File: src/pkg/ucwk_pkg.sv
// Package of offsets, fields, reset values and timing for the clock and wakeup block.
package ucwk_pkg;
  // ----------------------------------------------------------------
  // Register offsets and decode
  // ----------------------------------------------------------------
  localparam logic [7:0] UCWK_OFS_OPER_EN = 8'h00;
  localparam logic [7:0] UCWK_OFS_WAKE = 8'h02;
  localparam logic [7:0] UCWK_OFS_STATUS = 8'h04;
  localparam int UCWK_NUM_REGS = 3;
  localparam logic [15:0] UCWK_OPER_EN_RESET = 16'h0000;
  localparam logic [15:0] UCWK_WAKE_RESET = 16'h0000;
  // ----------------------------------------------------------------
  // Field positions of the operation enable and wakeup registers
  // ----------------------------------------------------------------
  localparam int UCWK_BIT_OSC_BUF = 15;
  localparam int UCWK_BIT_PLL = 14;
  localparam int UCWK_BIT_SEL_HI = 13;
  localparam int UCWK_BIT_SEL_LO = 12;
  localparam int UCWK_BIT_CORE_CLK = 11;
  localparam int UCWK_BIT_XCVR_PWR = 10;
  localparam int UCWK_BIT_TEN_HI = 9;
  localparam int UCWK_BIT_TEN_LO = 8;
  localparam int UCWK_BIT_MOD_EN = 0;
  localparam int UCWK_BIT_WAKE = 0;
  // Writable bits of the operation enable register; 7..1 stay zero.
  localparam logic [15:0] UCWK_OPER_EN_MASK = 16'hFF01;
  // ----------------------------------------------------------------
  // Encodings
  // ----------------------------------------------------------------
  localparam logic [1:0] UCWK_SEL_48M = 2'h0;
  localparam logic [1:0] UCWK_SEL_24M = 2'h2;
  localparam logic [1:0] UCWK_SEL_12M = 2'h1;
  localparam logic [1:0] UCWK_SEL_6M = 2'h3;
  localparam logic [3:0] UCWK_MUL_1 = 4'h1;
  localparam logic [3:0] UCWK_MUL_2 = 4'h2;
  localparam logic [3:0] UCWK_MUL_4 = 4'h4;
  localparam logic [3:0] UCWK_MUL_8 = 4'h8;
  localparam logic [1:0] UCWK_TEN_HIZ = 2'h0;
  localparam logic [1:0] UCWK_TEN_LOW = 2'h1;
  localparam logic [1:0] UCWK_TEN_RSVD = 2'h2;
  localparam logic [1:0] UCWK_TEN_HIGH = 2'h3;
  // ----------------------------------------------------------------
  // Timing
  // ----------------------------------------------------------------
  localparam int UCWK_CLK_MHZ = 100;
  localparam int UCWK_IDLE_MS = 2;
  localparam int UCWK_KSTATE_MS = 10;
  // Milliseconds times cycles per millisecond of the 100 MHz clock.
  localparam int UCWK_IDLE_CYC = UCWK_IDLE_MS * UCWK_CLK_MHZ * 1000;
  localparam int UCWK_KSTATE_CYC = UCWK_KSTATE_MS * UCWK_CLK_MHZ * 1000;
  // ----------------------------------------------------------------
  // Wakeup sequencer states, one-hot
  // ----------------------------------------------------------------
  typedef enum logic [2:0] {
    UCWK_ST_IDLE = 3'b001,
    UCWK_ST_WAIT = 3'b010,
    UCWK_ST_KOUT = 3'b100
  } ucwk_state_t;
endpackage

File: src/hdl/ucwk_sync.sv
// Three-stage input synchroniser; a change counts when stages two and three agree.
`timescale 1ns/1ps
`default_nettype none
module ucwk_sync #(
  parameter int WIDTH = 1
) (
  input wire logic ref_clk_i, // System clock.
  input wire logic rst_i, // Asynchronous reset, active high.
  input wire logic [WIDTH-1:0] async_i, // Pin-side levels.
  output logic [WIDTH-1:0] sync_o // Filtered levels.
);
  // ----------------------------------------------------------------
  // State
  // ----------------------------------------------------------------
  typedef struct packed {
    logic [WIDTH-1:0] s1;
    logic [WIDTH-1:0] s2;
    logic [WIDTH-1:0] s3;
    logic [WIDTH-1:0] out;
  } ucwk_sync_t;
  ucwk_sync_t st_reg, st_next;

  // Only the second stage reads the first, keeping metastability contained.
  always_comb begin
    st_next = st_reg;
    st_next.s1 = async_i;
    st_next.s2 = st_reg.s1;
    st_next.s3 = st_reg.s2;
    for (int i = 0; i < WIDTH; i++) begin
      if (st_reg.s2[i] == st_reg.s3[i]) begin
        st_next.out[i] = st_reg.s3[i];
      end
    end
  end

  // Register stage.
  always_ff @(posedge ref_clk_i or posedge rst_i) begin
    if (rst_i) begin
      st_reg <= '0;
    end else begin
      st_reg <= st_next;
    end
  end

  assign sync_o = st_reg.out;
endmodule // ucwk_sync
`default_nettype wire

File: src/hdl/ucwk_top.sv
// Clock enable, transceiver control and remote wakeup logic of a USB device.
//
// Behaviour
// Oscillator buffer bit gates clock to PLL.
// PLL enable multiplies input by selected factor.
// PLL off passes input clock unmultiplied.
// Select field encodes 48/24/12/6 MHz input.
// Software enables oscillator before PLL.
// Core clock enable gates clock into core.
// Resume detected in suspend despite transceiver off.
// Software keeps transceiver control low bit set.
// Control field drives transceiver enable pin.
// Module enable zero applies software reset.
// Wakeup bit reads one while pending/active.
// Wakeup write honoured only in suspend.
// Writing zero to wakeup does nothing.
// Drive K state 10 ms, then clear.
// Early request waits 2 ms after suspend.
// Timers pause while clocks gated off.
// Reserved bits 7..1 read zero.
// Factors 2, 4, 8 give 48 MHz core.
`timescale 1ns/1ps
`default_nettype none
module ucwk_top #(
  parameter int IDLE_CYC = ucwk_pkg::UCWK_IDLE_CYC,
  parameter int KSTATE_CYC = ucwk_pkg::UCWK_KSTATE_CYC
) (
  input wire logic ref_clk_i, // System clock, 100 MHz.
  input wire logic rst_i, // Asynchronous reset, active high.
  input wire logic [7:0] addr_i, // Register byte address.
  input wire logic [15:0] wdata_i, // Write data.
  input wire logic wr_i, // Write strobe.
  input wire logic rd_i, // Read strobe.
  output logic [15:0] rdata_o, // Read data, cycle after strobe.
  input wire logic [2:0] device_state_field_i, // Device state, 1xx suspend.
  input wire logic resume_pin_i, // Resume signalling seen on the bus pin.
  output logic osc_buffer_enable_o, // Passes external clock to PLL.
  output logic pll_enable_o, // PLL running.
  output logic [3:0] pll_mult_o, // Multiplication factor to core clock.
  output logic core_clock_enable_o, // Clock gate into core.
  output logic transceiver_power_o, // Transceiver powered.
  output logic transceiver_enable_pin_o, // Output level of enable pin.
  output logic transceiver_enable_pin_oe_o, // Enable pin driven.
  output logic sie_run_o, // Serial engine allowed to run.
  output logic soft_reset_o, // Software reset held.
  output logic resume_detect_o, // Resume seen while suspended.
  output logic kstate_o // Drive K state onto the bus.
);
  // ----------------------------------------------------------------
  // State
  // ----------------------------------------------------------------
  typedef struct packed {
    logic [15:0] oper_en;
    logic wake;
    logic [31:0] cnt;
    ucwk_pkg::ucwk_state_t fsm;
    logic susp_d;
    logic [15:0] rdata;
    logic [3:0] mult;
    logic ten_pin;
    logic ten_oe;
    logic resume;
    logic kstate;
  } ucwk_top_t;
  ucwk_top_t st_reg, st_next;

  logic resume_sync;
  logic suspended;
  logic clk_run;
  logic [1:0] sel;
  logic [1:0] ten;

  // Resume pin comes from outside the clock domain.
  ucwk_sync #(
    .WIDTH(1)
  ) u_resume_sync (
    .ref_clk_i(ref_clk_i),
    .rst_i(rst_i),
    .async_i(resume_pin_i),
    .sync_o(resume_sync)
  );

  // ----------------------------------------------------------------
  // Derived levels
  // ----------------------------------------------------------------
  // Suspend is any device state of the form 1xx.
  assign suspended = device_state_field_i[2];
  // Counting only while the core really sees a clock.
  assign clk_run = st_reg.oper_en[ucwk_pkg::UCWK_BIT_OSC_BUF] &
                   st_reg.oper_en[ucwk_pkg::UCWK_BIT_CORE_CLK];
  assign sel = st_reg.oper_en[ucwk_pkg::UCWK_BIT_SEL_HI:
                              ucwk_pkg::UCWK_BIT_SEL_LO];
  assign ten = st_reg.oper_en[ucwk_pkg::UCWK_BIT_TEN_HI:
                              ucwk_pkg::UCWK_BIT_TEN_LO];

  // ----------------------------------------------------------------
  // Next-state logic
  // ----------------------------------------------------------------
  // Register writes, read mux, wakeup timing and output decode.
  always_comb begin
    st_next = st_reg;
    st_next.susp_d = suspended;

    // Register writes; reserved bits are forced to zero on the way in.
    if (wr_i && addr_i == ucwk_pkg::UCWK_OFS_OPER_EN) begin
      st_next.oper_en = wdata_i & ucwk_pkg::UCWK_OPER_EN_MASK;
    end

    // Wakeup sequencer; the count only advances with a running clock.
    case (st_reg.fsm)
      ucwk_pkg::UCWK_ST_IDLE: begin
        st_next.cnt = '0;
        // Only a one in suspend starts it; a zero never clears it.
        if (wr_i && addr_i == ucwk_pkg::UCWK_OFS_WAKE &&
            wdata_i[ucwk_pkg::UCWK_BIT_WAKE] && suspended) begin
          st_next.wake = 1'b1;
          st_next.fsm = ucwk_pkg::UCWK_ST_WAIT;
        end
      end
      ucwk_pkg::UCWK_ST_WAIT: begin
        // Bus stays idle until 2 ms of suspend have passed.
        if (!suspended) begin
          st_next.cnt = '0;
        end else if (clk_run) begin
          if (st_reg.cnt >= 32'(IDLE_CYC - 1)) begin
            st_next.cnt = '0;
            st_next.fsm = ucwk_pkg::UCWK_ST_KOUT;
          end else begin
            st_next.cnt = st_reg.cnt + 32'h0000_0001;
          end
        end
      end
      ucwk_pkg::UCWK_ST_KOUT: begin
        if (clk_run) begin
          if (st_reg.cnt >= 32'(KSTATE_CYC - 1)) begin
            st_next.cnt = '0;
            st_next.wake = 1'b0;
            st_next.fsm = ucwk_pkg::UCWK_ST_IDLE;
          end else begin
            st_next.cnt = st_reg.cnt + 32'h0000_0001;
          end
        end
      end
      default: begin
        st_next.fsm = ucwk_pkg::UCWK_ST_IDLE;
      end
    endcase

    // Suspend counted from its detection: restart the idle wait on entry.
    if (suspended && !st_reg.susp_d &&
        st_reg.fsm == ucwk_pkg::UCWK_ST_WAIT) begin
      st_next.cnt = '0;
    end

    // Module enable low is software reset: wakeup register back to reset.
    if (!st_reg.oper_en[ucwk_pkg::UCWK_BIT_MOD_EN]) begin
      st_next.wake = ucwk_pkg::UCWK_WAKE_RESET[0];
      st_next.cnt = '0;
      st_next.fsm = ucwk_pkg::UCWK_ST_IDLE;
    end

    // Read data stand only in the cycle after the strobe.
    st_next.rdata = 16'h0000;
    if (rd_i) begin
      if (addr_i == ucwk_pkg::UCWK_OFS_OPER_EN) begin
        st_next.rdata = st_reg.oper_en;
      end else if (addr_i == ucwk_pkg::UCWK_OFS_WAKE) begin
        st_next.rdata = {15'h0000, st_reg.wake};
      end else if (addr_i == ucwk_pkg::UCWK_OFS_STATUS) begin
        st_next.rdata = {12'h000, st_reg.fsm, clk_run};
      end else begin
        st_next.rdata = 16'h0000;
      end
    end

    // Multiplier: PLL or oscillator buffer off means pass-through, else factor by select.
    if (!st_reg.oper_en[ucwk_pkg::UCWK_BIT_PLL] ||
        !st_reg.oper_en[ucwk_pkg::UCWK_BIT_OSC_BUF]) begin
      st_next.mult = ucwk_pkg::UCWK_MUL_1;
    end else if (sel == ucwk_pkg::UCWK_SEL_24M) begin
      st_next.mult = ucwk_pkg::UCWK_MUL_2;
    end else if (sel == ucwk_pkg::UCWK_SEL_12M) begin
      st_next.mult = ucwk_pkg::UCWK_MUL_4;
    end else if (sel == ucwk_pkg::UCWK_SEL_6M) begin
      st_next.mult = ucwk_pkg::UCWK_MUL_8;
    end else begin
      st_next.mult = ucwk_pkg::UCWK_MUL_1;
    end

    // Enable pin: 00 floats, 01 low, 11 high; reserved 10 floats safely.
    st_next.ten_oe = (ten == ucwk_pkg::UCWK_TEN_LOW) ||
                     (ten == ucwk_pkg::UCWK_TEN_HIGH);
    st_next.ten_pin = (ten == ucwk_pkg::UCWK_TEN_HIGH);

    // Resume watch stays alive in suspend even with transceiver off.
    st_next.resume = suspended & resume_sync;
    st_next.kstate = (st_reg.fsm == ucwk_pkg::UCWK_ST_KOUT) &&
                     st_reg.oper_en[ucwk_pkg::UCWK_BIT_MOD_EN];
  end

  // ----------------------------------------------------------------
  // Registers
  // ----------------------------------------------------------------
  // One flop bank; every output below comes straight from it.
  always_ff @(posedge ref_clk_i or posedge rst_i) begin
    if (rst_i) begin
      st_reg <= '0;
      st_reg.oper_en <= ucwk_pkg::UCWK_OPER_EN_RESET;
      st_reg.fsm <= ucwk_pkg::UCWK_ST_IDLE;
      st_reg.mult <= ucwk_pkg::UCWK_MUL_1;
    end else begin
      st_reg <= st_next;
    end
  end

  // ----------------------------------------------------------------
  // Outputs
  // ----------------------------------------------------------------
  // Clock path enables come direct from the register bits; the factor comes from its decoded register.
  assign osc_buffer_enable_o = st_reg.oper_en[ucwk_pkg::UCWK_BIT_OSC_BUF];
  assign pll_enable_o = st_reg.oper_en[ucwk_pkg::UCWK_BIT_PLL];
  assign pll_mult_o = st_reg.mult;
  assign core_clock_enable_o = st_reg.oper_en[ucwk_pkg::UCWK_BIT_CORE_CLK];
  assign transceiver_power_o = st_reg.oper_en[ucwk_pkg::UCWK_BIT_XCVR_PWR];
  assign transceiver_enable_pin_o = st_reg.ten_pin;
  assign transceiver_enable_pin_oe_o = st_reg.ten_oe;
  // The serial engine is stopped whenever the pin floats.
  assign sie_run_o = st_reg.ten_oe;
  assign soft_reset_o = ~st_reg.oper_en[ucwk_pkg::UCWK_BIT_MOD_EN];
  assign resume_detect_o = st_reg.resume;
  assign kstate_o = st_reg.kstate;
  assign rdata_o = st_reg.rdata;
endmodule // ucwk_top
`default_nettype wire

File: config.mk
export PLATFORM = sky130hd
export DESIGN_NAME = ucwk_top
export DESIGN_NICKNAME = d
export VERILOG_FILES = /design/src/pkg/ucwk_pkg.sv /design/src/hdl/ucwk_sync.sv /design/src/hdl/ucwk_top.sv
export SDC_FILE = /design/constraint.sdc
export NUM_CORES = 1
export LEC_CHECK = 0
export BUFFER_PORTS_ARGS = -buffer_cell sky130_fd_sc_hd__buf_4
export CAP_MARGIN = 30
export CORE_MARGIN = 2
export CORE_UTILIZATION = 55
export DETAILED_ROUTE_END_ITERATION = 6
export PLACE_DENSITY = 0.87
export SYNTH_ARGS = -nofsm -noshare
export SYNTH_HDL_FRONTEND = slang
export SYNTH_SLANG_ARGS = --single-unit
File: constraint.sdc
create_clock -name ref_clk_i -period 3.3 [get_ports ref_clk_i]
set_clock_uncertainty 0.05 [all_clocks]
set_input_delay 0.99 -clock ref_clk_i [delete_from_list [all_inputs] [get_ports ref_clk_i]]
set_output_delay 0.99 -clock ref_clk_i [all_outputs]
set_load 0.02 [all_outputs]
# After elaboration in Yosys (flattened, before gate mapping)
# Cells that the tools add are included.
[totals] reg_bits=74 elab_cells=82
[op_classes] order_cmp=2 reduce_logical=16 n_bitwise=3 n_mux=24 add_sub_neg=1 n_eq_ne=21
[op_table] operator="$mux W32" n=4
[op_table] operator="$pmux W32 S3" n=1
[op_table] operator="$mux W36" n=2
[op_table] operator="$mux W35" n=1
[op_table] operator="$add A32 B1 Y32 const B" n=1
[op_table] operator="$ge A32 B18 Y1 const B" n=1
[op_table] operator="$ge A32 B20 Y1 const B" n=1
[op_table] operator="$mux W16" n=2
[op_table] operator="$mux W4" n=6
[op_table] operator="$ne A3 B3 Y1 const B" n=6
[op_table] operator="$mux W3" n=4
[op_table] operator="$pmux W3 S3" n=1
[op_table] operator="$eq A8 B2 Y1 const B" n=1
[op_table] operator="$eq A8 B3 Y1 const B" n=1
[op_table] operator="$logic_not A8 Y1" n=1
[op_table] operator="$logic_and A1 B1 Y1" n=7
[op_table] operator="$eq A2 B2 Y1 const B" n=3
[op_table] operator="$reduce_and A6 Y1" n=1
[op_table] operator="$ne A5 B1 Y1 const B" n=1
[op_table] operator="$ne A5 B4 Y1 const B" n=1
[op_table] operator="$eq A2 B1 Y1 const B" n=2
[op_table] operator="$ne A4 B4 Y1 const B" n=1
[op_table] operator="$reduce_and A4 Y1" n=1
[op_table] operator="$eq A3 B1 Y1 const B" n=1
[op_table] operator="other kinds (11)" n=16

# Longest topological paths before layout
# Gate-level depths: netlist of the first run.
[logic_depth] depth_word=7 ltp_mapped=8 ltp_nobuf=7

# Hierarchy
# From an unflattened synthesis of the first run, not the netlist that was laid out.
[hier_totals] cells_unflattened=326 hier_area_um2=3373.2
[modules_own_cells] mod="ucwk_top" cells_per_inst=320 area_each_um2=3258.1 instances=1 seq_area_each_um2=1654.1
[modules_own_cells] mod="ucwk_sync" cells_per_inst=6 area_each_um2=115.1 instances=1 seq_area_each_um2=100.1

# Least setup slack after synthesis of the first run
# No wires, ideal clock.
[synth_path] path_kind="input port to flip-flop" start="input addr_i[5]" end="register st_reg[27] (netlist name)" setup_ns=0.128 cell_stages=6 t_required_ns=3.122 setup_slack_ns=0.525 arrival_time_ns=2.597 path_buffers=0 cell_sequence="or4_1 nor3_1 a31oi_1 a41oi_1 o31a_1 mux2_1"
[synth_via] elab_chain_cells=6
[synth_rtl] element="from (decl)" line_no="ucwk_top.sv:30" text="input wire logic [7:0] addr_i,"
[synth_rtl] element="$eq A8 B2 Y1" line_no="ucwk_top.sv:114" text="if (wr_i && addr_i == ucwk_pkg::UCWK_OFS_WAKE &&"
[synth_rtl] element="$logic_and A1 B1 Y1 (2 in series)" line_no="ucwk_top.sv:114"
[synth_rtl] element="$logic_and A1 B1 Y1" line_no="ucwk_top.sv:115" text="wdata_i[ucwk_pkg::UCWK_BIT_WAKE] && suspended) begin"
[synth_rtl] element="$ne A3 B3 Y1 (no line)"
[synth_rtl] element="$reduce_and A6 Y1 (no line)"
[synth_rtl] element="to (signal assigned)" line_no="ucwk_top.sv:212" text="st_reg <= st_next;"
[synth_rtl] element="to (decl)" line_no="ucwk_top.sv:65" text="ucwk_top_t st_reg, st_next;"
# Every way passes these cells.
# A chain may end at the register's enable or synchronous reset.

# Final worst setup path of the first run
# Same ends and word-level chain as after synthesis.

==> results of run 1 <==
synthesized netlist by cell type, drive strengths merged (2+ instances only):
library cell / instances / area share (%)
mux2: 8 / 2.6
nor2b: 3 / 0.55
o22ai: 6 / 1.1
nand4: 4 / 0.73
or3: 2 / 0.37
a21oi: 4 / 0.58
xor2: 2 / 0.51
o211ai: 15 / 4.7
dfstp: 2 / 1.5
o221ai: 2 / 0.51
nor2: 26 / 2.9
clkbuf: 9 / 0.99
inv: 10 / 1.1
nor4: 6 / 1.1
nand2: 41 / 4.5
nor3: 15 / 2.7
buf: 29 / 6.3
o21ai: 25 / 3.7
or4: 2 / 0.44
a31oi: 3 / 0.55
nand3: 17 / 2.5
dfrtp: 68 / 50
and3: 2 / 0.37
o21a: 2 / 0.44
and2: 25 / 4.6
nor4b: 2 / 0.51
metrics by stage:
| step | area (sq um) | std cells | utilization (%) | hold WS (ns) |
|---|---|---|---|---|
| CTS | 3920 | 461 | 65.9 | 0.303 |
| global route | 3920 | 461 | 65.9 | 0.308 |
| detailed placement | 3720 | 445 | 62.4 | 0.286 |
| global placement | 3720 | 445 | 62.4 | 0.282 |
| floorplan | 3440 | 350 | - | 0.281 |
| finish | 3920 | 461 | 65.9 | 0.301 |
kinds of logic (layout without fill, tap and decap cells):
kind of cell / count (synthesis) / in the layout / share of synthesized area [%]
xor gates and xnor gates: 3 / 3 / 0.767
buffers and inverters: 48 / 84 / 8.40
AOI/OAI and AO/OA: 63 / 63 / 13.2
adders and majority gates: 2 / 2 / 0.657
and+or+nand+nor: 151 / 151 / 22.7
other: 1 / 4 / 0.109
muxes: 9 / 9 / 2.92
DFF: 70 / 70 / 51.2
path summary, 6_finish.rpt:
path,start,endpoint,depth (start not counted)
worst max-delay path,addr_i[5],st_reg[27],7
max in group asynchronous,rst_i,st_reg[25],3
worst max register to register,st_reg[28],st_reg[34],8
worst min-delay path,u_resume_sync.st_next[2],u_resume_sync.st_next[1],0
min in group asynchronous,rst_i,transceiver_power_o,2
worst min register to register,u_resume_sync.st_next[2],u_resume_sync.st_next[1],0
power groups by stage:
stage | Clock (mW) | Combinational [mW] | Sequential (mW)
floorplan | 0 | 0.302 | 0.929
CTS | 0.714 | 0.383 | 0.941
global placement | 0 | 0.370 | 0.954
global route | 0.763 | 0.420 | 0.949
finish | 0.712 | 0.383 | 0.942
detailed placement | 0 | 0.376 | 0.958
layout make-up:
| cell class | count | share of cell area [%] |
|---|---|---|
| clock buffer | 10 | 3.51 |
| clock inverter | 6 | 1.75 |
| inverter | 10 | 0.957 |
| multi-input combinational | 232 | 35.6 |
| sequential | 70 | 44.7 |
| tap | 75 | 2.39 |
| timing repair buffer | 58 | 11.1 |
layer usage:
| layer | track usage, % | wire (um) |
|---|---|---|
| met5 | 0 | 0 |
| met4 | 10.6 | 242 |
| met3 | 4.67 | 399 |
| met2 | 35.3 | 3570 |
| met1 | 28.3 | 2910 |
==> qor.csv, run 1 <==
metric,value,unit
status,completed,
IO Count,62,
fraction of power consumed by combinational cells,18.8,%
Nets,414,
maximum resistive drop on vdd,406,uV
post-synth design cell area,3430,sq um
synthesis-to-finish area growth,14.5,%
leakage power of the design,1.88,nW
most instantiated flip-flop cell in the synthesis netlist,dfrtp_1,
Critical Path Max Stage Delay,0.53,ns
number of buffers inserted by hold repair at cts,0,
R2R setup slack,0.72,ns
Final setup violation count,0,
Buffers & Inverters on Critical Path,1,
"Remaining Overflow, GRT",0,
internal cell power,1.40,mW
post-synthesis sequential area ratio,51.2,%
Seq cells post-synth,70,
maximum fanout along the worst path,3,
CTS HTree Levels,3,
Placement Rows,28,
P per Cell Area,519,nW/um^2
Startpoint Class,primary input,
TritonCTS clock tree,done,
antenna diode count,0,
core area,5960,sq um
Setup TNS Final,0,ns
"Min Clock Period, post-route",2.66,ns
width of the die,82.9,um
"Data required, critical path",3.49,ns
cell with the largest stage delay on the worst path,or4_1,
number of gates resized after CTS,0,
fmax,376,MHz
portion of total power attributed to the clock network,35.0,%
number of hold violations in the final report,0,
post-route fraction of the period consumed by the critical path,80.5,%
ordered cell list for the critical path,buf_4 -> or4_1 -> nor3_1 -> a31oi_1 -> a41oi_1 -> o31a_1 -> mux2_1,
Yosys warnings,0,
flip-flop count of the largest register after layout,40,
RSZ-0062 raised after global routing,no,
post-route setup slack,0.643,ns
final-layout fill cell count,435,
Tot Pwr,2.04,mW
root buffer cell,clkbuf_8,
cell class contributing the biggest share of worst-path delay,simple AND/OR/NAND/NOR gates,
wire length of the first global-routing pass,12000,um
Final HPWL DP,4840,um
mean instance size in the synthesized netlist,9.87,sq um
start-to-end type of the worst setup path,in -> reg,
final routed wirelength across all metal layers,7120,um
DR pass1 iterations,5,
post-CTS setup buffers,0,
routed vias,2650,
Clock Path Buffers,2,
fraction of power spent switching nets,31.1,%
final estimated routing congestion in global placement,0.839,
clock latency at the later pin of the worst-skew pair,0.36,ns
most common library cell in the layout ignoring fill and taps,dfrtp_1,
dpl ws,0.271,ns
total track usage,21.9,%
fraction of layout cells with a size suffix above 1,25.4,%
Post-synth ARST share,100,%
initial cell density of the core,57.5,%
"commonest cells after routing, fill and taps aside","dfrtp_1 (68), buf_4 (58), nand2_1 (41), and2_1 (25), nor2_1 (25)",
sequential power share,46.2,%
Avg WL per Cell,15.4,um
Vias per Instance,5.75,
initial antenna violation count,0,
vertical die dimension,82.9,um
pin count of the biggest net entering global routing,35,
DIE AREA,6880,sq um
count of different cell masters after synthesis,52,
measured slew at the worst slew-check pin,0.653,ns
sw power,634,uW
number of buffers created by CTS,9,
Min-Delay Path Class,reg -> reg,
CP endpoint kind,flip-flop,
total area of sequential cells,1750,sq um
number of flops mapped to enable cells by yosys,0,
number of design-rule violations left by the first detailed-router iteration,309,
vias in the first global route,2491,
count of maximum capacitance violations,0,
multi-input logic area,1400,sq um
post-detailed-route DRC marker count,0,
clock net sink count,70,
ANT nets after route,0,
instance count of the mapped netlist,347,
number of input and output port buffers inserted,48,
critical path data arrival time,2.84,ns
post-CTS clock slew at the launch and capture registers of the worst setup and hold paths,0.07,ns
count of final max-slew check failures,0,
worst relative slew slack,56.1,%
No activity file was read; power rests on OpenSTA's default activity.
==> run 2: changes to the inputs <==
--- a/config.mk
+++ b/config.mk
@@ -8,9 +8,9 @@
 export BUFFER_PORTS_ARGS = -buffer_cell sky130_fd_sc_hd__buf_4
 export CAP_MARGIN = 30
 export CORE_MARGIN = 2
-export CORE_UTILIZATION = 55
+export CORE_UTILIZATION = 50
 export DETAILED_ROUTE_END_ITERATION = 6
-export PLACE_DENSITY = 0.87
+export PLACE_DENSITY = 0.84
 export SYNTH_ARGS = -nofsm -noshare
 export SYNTH_HDL_FRONTEND = slang
 export SYNTH_SLANG_ARGS = --single-unit
==> constraint.sdc (replaced) <==
create_clock -name ref_clk_i -period 2.1 [get_ports ref_clk_i]
set_clock_uncertainty 0.05 [all_clocks]
set_input_delay 0.63 -clock ref_clk_i [delete_from_list [all_inputs] [get_ports ref_clk_i]]
set_output_delay 0.63 -clock ref_clk_i [all_outputs]
set_load 0.02 [all_outputs]
==> run 2 against run 1 <==
  * The run now ends with setup timing left
  * First-iteration DRC count grew 44%
  * Sequential power grew 52%
  * Final cell count grew 11%
  * Register-to-register slack lost 0.90 ns
  * Global-route usage grew 0.52 points
  * Sequential share of layout area shrank 6.5 points
  * Flip-flop and latch count is the same
  * Utilization grew 2.4 points
  * Via count grew 15%
  * Critical path depth grew 1
  * Critical path type is now reg -> reg
  * Largest power group unchanged
==> qor.csv, run 2 (synthesis gave the netlist of run 1 again) <==
metric,value,unit
fmax,438,MHz
"Data required, critical path",2.29,ns
final estimated routing congestion in global placement,0.949,
core area,6720,sq um
antenna diode count,0,
post-detailed-route DRC marker count,0,
RSZ-0062 raised after global routing,yes,
flip-flop count of the largest register after layout,40,
portion of total power attributed to the clock network,34.5,%
sequential power share,40.4,%
Final setup violation count,23,
CP endpoint kind,flip-flop,
internal cell power,2.44,mW
pin count of the biggest net entering global routing,33,
Avg WL per Cell,18.2,um
start-to-end type of the worst setup path,reg -> reg,
dpl ws,-0.391,ns
"Min Clock Period, post-route",2.28,ns
clock latency at the later pin of the worst-skew pair,0.36,ns
P per Cell Area,774,nW/um^2
DIE AREA,7530,sq um
post-route fraction of the period consumed by the critical path,109,%
synthesis-to-finish area growth,33.9,%
Clock Path Buffers,2,
ANT nets after route,0,
most common library cell in the layout ignoring fill and taps,buf_4,
vias in the first global route,2744,
TritonCTS clock tree,done,
Startpoint Class,flip-flop,
violated checks,setup timing,
width of the die,86.8,um
count of final max-slew check failures,0,
maximum fanout along the worst path,6,
worst relative slew slack,67.0,%
"commonest cells after routing, fill and taps aside","buf_4 (96), dfrtp_1 (68), nand2_1 (40), and2_1 (25), nor2_1 (25)",
post-CTS clock slew at the launch and capture registers of the worst setup and hold paths,0.08,ns
measured slew at the worst slew-check pin,0.491,ns
"Remaining Overflow, GRT",0,
Post-Layout Inst Area,4590,sq um
Post-DP Area,4080,sq um
critical path data arrival time,2.48,ns
number of buffers created by CTS,9,
depth of the worst register-to-register path,8,
routed vias,3059,
total track usage,22.5,%
initial cell density of the core,51.0,%
Final HPWL DP,5400,um
fraction of layout cells with a size suffix above 1,41.1,%
maximum resistive drop on vdd,446,uV
Setup TNS Final,-1.84,ns
Min-Delay Path Class,in -> async,
number of buffers inserted by hold repair at cts,0,
wire length of the first global-routing pass,13100,um
CTS HTree Levels,3,
leakage power of the design,2.24,nW
sw power,1.11,mW
Vias per Instance,5.96,
Nets,461,
IO Count,62,
status,"complete, but fails checks",
fraction of power spent switching nets,31.4,%
vertical die dimension,86.8,um
number of hold violations in the final report,0,
number of input and output port buffers inserted,48,
initial antenna violation count,0,
clock net sink count,70,
count of maximum capacitance violations,0,
Placement Rows,30,
post-route setup slack,-0.185,ns
root buffer cell,clkbuf_8,
final routed wirelength across all metal layers,9330,um
DR pass1 iterations,5,
fraction of power consumed by combinational cells,25.0,%
number of design-rule violations left by the first detailed-router iteration,446,
==> run 2: worst paths after layout <==
check | start | end | slack, ns
worst max-delay path | st_reg[28] | st_reg[46] | -0.18
worst min-delay path | rst_i | st_reg[38] | 0.20
worst max register to register | st_reg[28] | st_reg[46] | -0.18
worst min register to register | u_resume_sync.st_next[2] | u_resume_sync.st_next[1] | 0.30
max in group asynchronous | rst_i | pll_mult_o[0] | 1.26
min in group ref_clk_i | u_resume_sync.st_next[2] | u_resume_sync.st_next[1] | 0.30
==> run 2: power groups by stage <==
stage / clock network, mW / logic, mW / registers (mW)
after global placement: 0 / 0.785 / 1.46
after CTS: 1.23 / 0.834 / 1.43
after floorplan: 0 / 0.484 / 1.46
final: 1.23 / 0.889 / 1.43
after detailed placement: 0 / 0.806 / 1.46
after global routing: 1.28 / 0.967 / 1.44
==> run 2: area by class of cell <==
| type | instances | area [sq um] |
|---|---|---|
| Inverter | 10 | 41.3 |
| Timing Repair Buffer | 105 | 870 |
| Fill cell | 417 | 2130 |
| Tap cell | 80 | 100 |
| Multi-Input combinational cell | 232 | 1600 |
| Sequential cell | 70 | 1750 |
| Clock inverter | 6 | 93.8 |
| Clock buffer | 10 | 128 |
==> run 2: worst max-delay path: stages (launching register included) <==
cell	delay [ns]
dfrtp_1	0.38
ha_1	0.19
nand4_1	0.13
buf_4	0.19
nor4_1	0.48
nand3_1	0.29
o21a_1	0.27
o22ai_2	0.12
nand2_1	0.06
==> run 2: routing by layer <==
metal | up-vias | wire (um) | track usage (%)
met4 | 0 | 302 | 8.24
met5 | - | 0 | 0
met3 | 35 | 697 | 5.43
li1 | 1352 | - | -
met1 | 1493 | 3560 | 29.3
met2 | 179 | 4770 | 36.5
==> run 2: per-stage QoR <==
stage                     power [mW]  std cells  util, %  hold slack (ns)
final                           3.55        513     68.3            0.201
after global routing            3.69        513     68.3            0.213
after CTS                       3.50        507     64.9            0.208
after detailed placement        2.27        490     60.7            0.288
after global placement          2.24        490     60.7            0.282
after floorplan                 1.94        350        -            0.281
==> run 2: repair_timing <==
item | in CTS | in global routing
resized for setup | 12 | 43
setup endpoints to repair | 22 | 33
setup buffers | 1 | 2
pin swaps | 3 | 16
cloned | 0 | 4
==> run 3: changes to the inputs <==
--- a/config.mk
+++ b/config.mk
@@ -11,6 +11,8 @@
 export CORE_UTILIZATION = 50
 export DETAILED_ROUTE_END_ITERATION = 6
 export PLACE_DENSITY = 0.84
+export SLEW_MARGIN = 20
 export SYNTH_ARGS = -nofsm -noshare
 export SYNTH_HDL_FRONTEND = slang
+export SYNTH_HIERARCHICAL = 1
 export SYNTH_SLANG_ARGS = --single-unit
==> run 3 against run 2 <==
  * Highest routed layer unchanged
  * Via count decreased by 12%
  * Setup slack worse by 0.023 ns
  * The run still ends with setup timing left
  * Maximum frequency is 0.98% lower
  * Critical path depth decreased by 1
  * Hold slack lost 0.081 ns
  * Non-clock buffer count shrank 10
==> qor.csv, run 3 <==
metric,value,unit
Synth Area in Compound Gates,12.1,%
RSZ-0062 raised after global routing,yes,
Startpoint Class,flip-flop,
xor/xnor cell area share of the yosys netlist,0.779,%
count of maximum capacitance violations,0,
initial cell density of the core,52.5,%
post-synth design cell area,3370,sq um
IO Count,62,
Nets,433,
start-to-end type of the worst setup path,reg -> reg,
"Data required, critical path",2.28,ns
first element of the critical path,st_reg[37],
CTS HTree Levels,3,
number of design-rule violations left by the first detailed-router iteration,175,
clock latency at the later pin of the worst-skew pair,0.35,ns
Post-Route Hold Slack,0.121,ns
final estimated routing congestion in global placement,0.888,
Final HPWL DP,5240,um
routed vias,2693,
post-route setup slack,-0.207,ns
most common library cell in the layout ignoring fill and taps,buf_4,
initial antenna violation count,0,
wire length of the first global-routing pass,12600,um
post-CTS clock slew at the launch and capture registers of the worst setup and hold paths,0.09,ns
Seq cells post-synth,70,
width of the die,86.1,um
number of flops mapped to enable cells by yosys,0,
"Remaining Overflow, GRT",0,
mux share of post-synthesis cell area,3.64,%
post-detailed-route DRC marker count,0,
"commonest cells after routing, fill and taps aside","buf_4 (87), dfrtp_1 (68), nand2_1 (29), and2_1 (24), nor2_1 (22)",
ANT nets after route,0,
number of buffers inserted by hold repair at cts,0,
Post-Layout Inst Area,4280,sq um
Post-DP Area,3990,sq um
total area of sequential cells,1750,sq um
P per Cell Area,603,nW/um^2
final routed wirelength across all metal layers,7620,um
status,"complete, but fails checks",
main combinational cell family by area after synthesis,simple AND/OR/NAND/NOR gates,
count of final max-slew check failures,0,
post-route fraction of the period consumed by the critical path,110,%
"share of synthesized cell area in and, or, nand and nor gates",22.8,%
number of buffers created by CTS,9,
critical path data arrival time,2.48,ns
pin count of the biggest net entering global routing,29,
clock net sink count,70,
total track usage,21.6,%
Setup TNS Final,-2.97,ns
synthesis-to-finish area growth,26.9,%
final cell utilization of the core,66.7,%
violated checks,setup timing,
Placement Rows,29,
Yosys warnings,6,
vertical die dimension,86.1,um
number of hold violations in the final report,0,
Final setup violation count,21,
Clock Path Buffers,2,
count of different cell masters after synthesis,49,
DR pass1 iterations,4,
"post-synthesis share of cell area spent on full adders, half adders and majority gates",0.705,%
CP endpoint kind,flip-flop,
Avg WL per Cell,15.8,um
cell taking the most area after synthesis,dfrtp_1,
instance count of the mapped netlist,326,
Tot Pwr,2.58,mW
maximum resistive drop on vdd,598,uV
fmax,433,MHz
number of input and output port buffers inserted,48,
Min-Delay Path Class,in -> async,
Post-synth ARST share,100,%
vias in the first global route,2735,
Vias per Instance,5.59,
DIE AREA,7420,sq um
mean instance size in the synthesized netlist,10.3,sq um
top cell type's share of synthesized area,50.4,%
final-layout fill cell count,468,
multi-input logic area,1450,sq um
antenna diode count,0,
critical register-to-register path startpoint,st_reg[37],
core area,6420,sq um
most frequent cell after synthesis,dfrtp_1,
root buffer cell,clkbuf_8,
TritonCTS clock tree,done,
maximum fanout along the worst path,6,
fraction of layout cells with a size suffix above 1,35.8,%
most instantiated flip-flop cell in the synthesis netlist,dfrtp_1,
post-synthesis sequential area ratio,52.0,%
"Min Clock Period, post-route",2.31,ns
flip-flop count of the largest register after layout,40,
cell types with the highest counts after synthesis,"dfrtp_1 (68), nand2_1 (29), and2_1 (24), buf_4 (23), nor2_1 (23)",
leakage power of the design,2.15,nW
cell types occupying the most area after synthesis,"dfrtp_1 (50%), buf_4 (5.1%), and2_1 (4.5%), mux2_2 (3.3%), nand2_1 (3.2%)",
==> run 3: logic make-up after synthesis <==
group,after synthesis
buf+inv,42
simple gates,143
xor+xnor,3
other cells,1
compound gates,54
fa+ha+maj,2
flops,70
mux,11
==> run 3: power by group <==
group	leakage [nW]	internal, mW	switching (mW)
sequential	0.957	1.37	0.0199
clock	0.0892	0.453	0.581
combinational	1.10	0.0723	0.0871
total	2.15	1.89	0.688
==> run 3: metrics by stage <==
stage,setup WS [ns],std cells
floorplan,-0.0576,329
global placement,-0.127,463
detailed placement,-0.161,463
CTS,-0.150,481
global route,-0.286,482
finish,-0.207,482
==> run 3: metal layers <==
| layer | global-route usage, % | part of all wire, % | up-vias |
|---|---|---|---|
| li1 | - | - | 1279 |
| met5 | 0 | 0 | - |
| met1 | 27.9 | 42 | 1319 |
| met2 | 36.1 | 52 | 74 |
| met3 | 4.62 | 4.3 | 21 |
| met4 | 7.79 | 2.1 | 0 |
==> run 3: final cells by class <==
type	instances	share of cell area, %
flip-flops and latches	70	41.0
clock inverters	7	1.43
clock buffers	9	2.89
well taps	77	2.25
repair buffers	95	18.0
multi-input cells	217	33.8
inverters	7	0.701
==> run 3: worst paths after layout <==
check,slack [ns],endpoint,depth (start not counted)
setup / recovery,-0.21,st_reg[38],7
hold / removal,0.12,u_resume_sync/st_reg[1],2
min in group ref_clk_i,0.31,u_resume_sync/st_next[1],0
max in group asynchronous,1.18,st_reg[44],3
hold reg to reg,0.31,u_resume_sync/st_next[1],0
setup reg to reg,-0.21,st_reg[38],7
==> run 3: repair_timing <==
action,in CTS,in global routing
setup buffers,2,3
gates resized for setup,13,13
pin swaps,5,8
endpoints found under the setup margin,18,23
==> run 3: worst max-delay path, stage by stage (launching register included) <==
cell and delay (ns):
dfrtp_1 0.46, or4b_4 0.52, nor4_4 0.19, a221oi_2 0.13, a22oi_2 0.32, buf_6 0.18
nor3_2 0.05, a211o_1 0.28
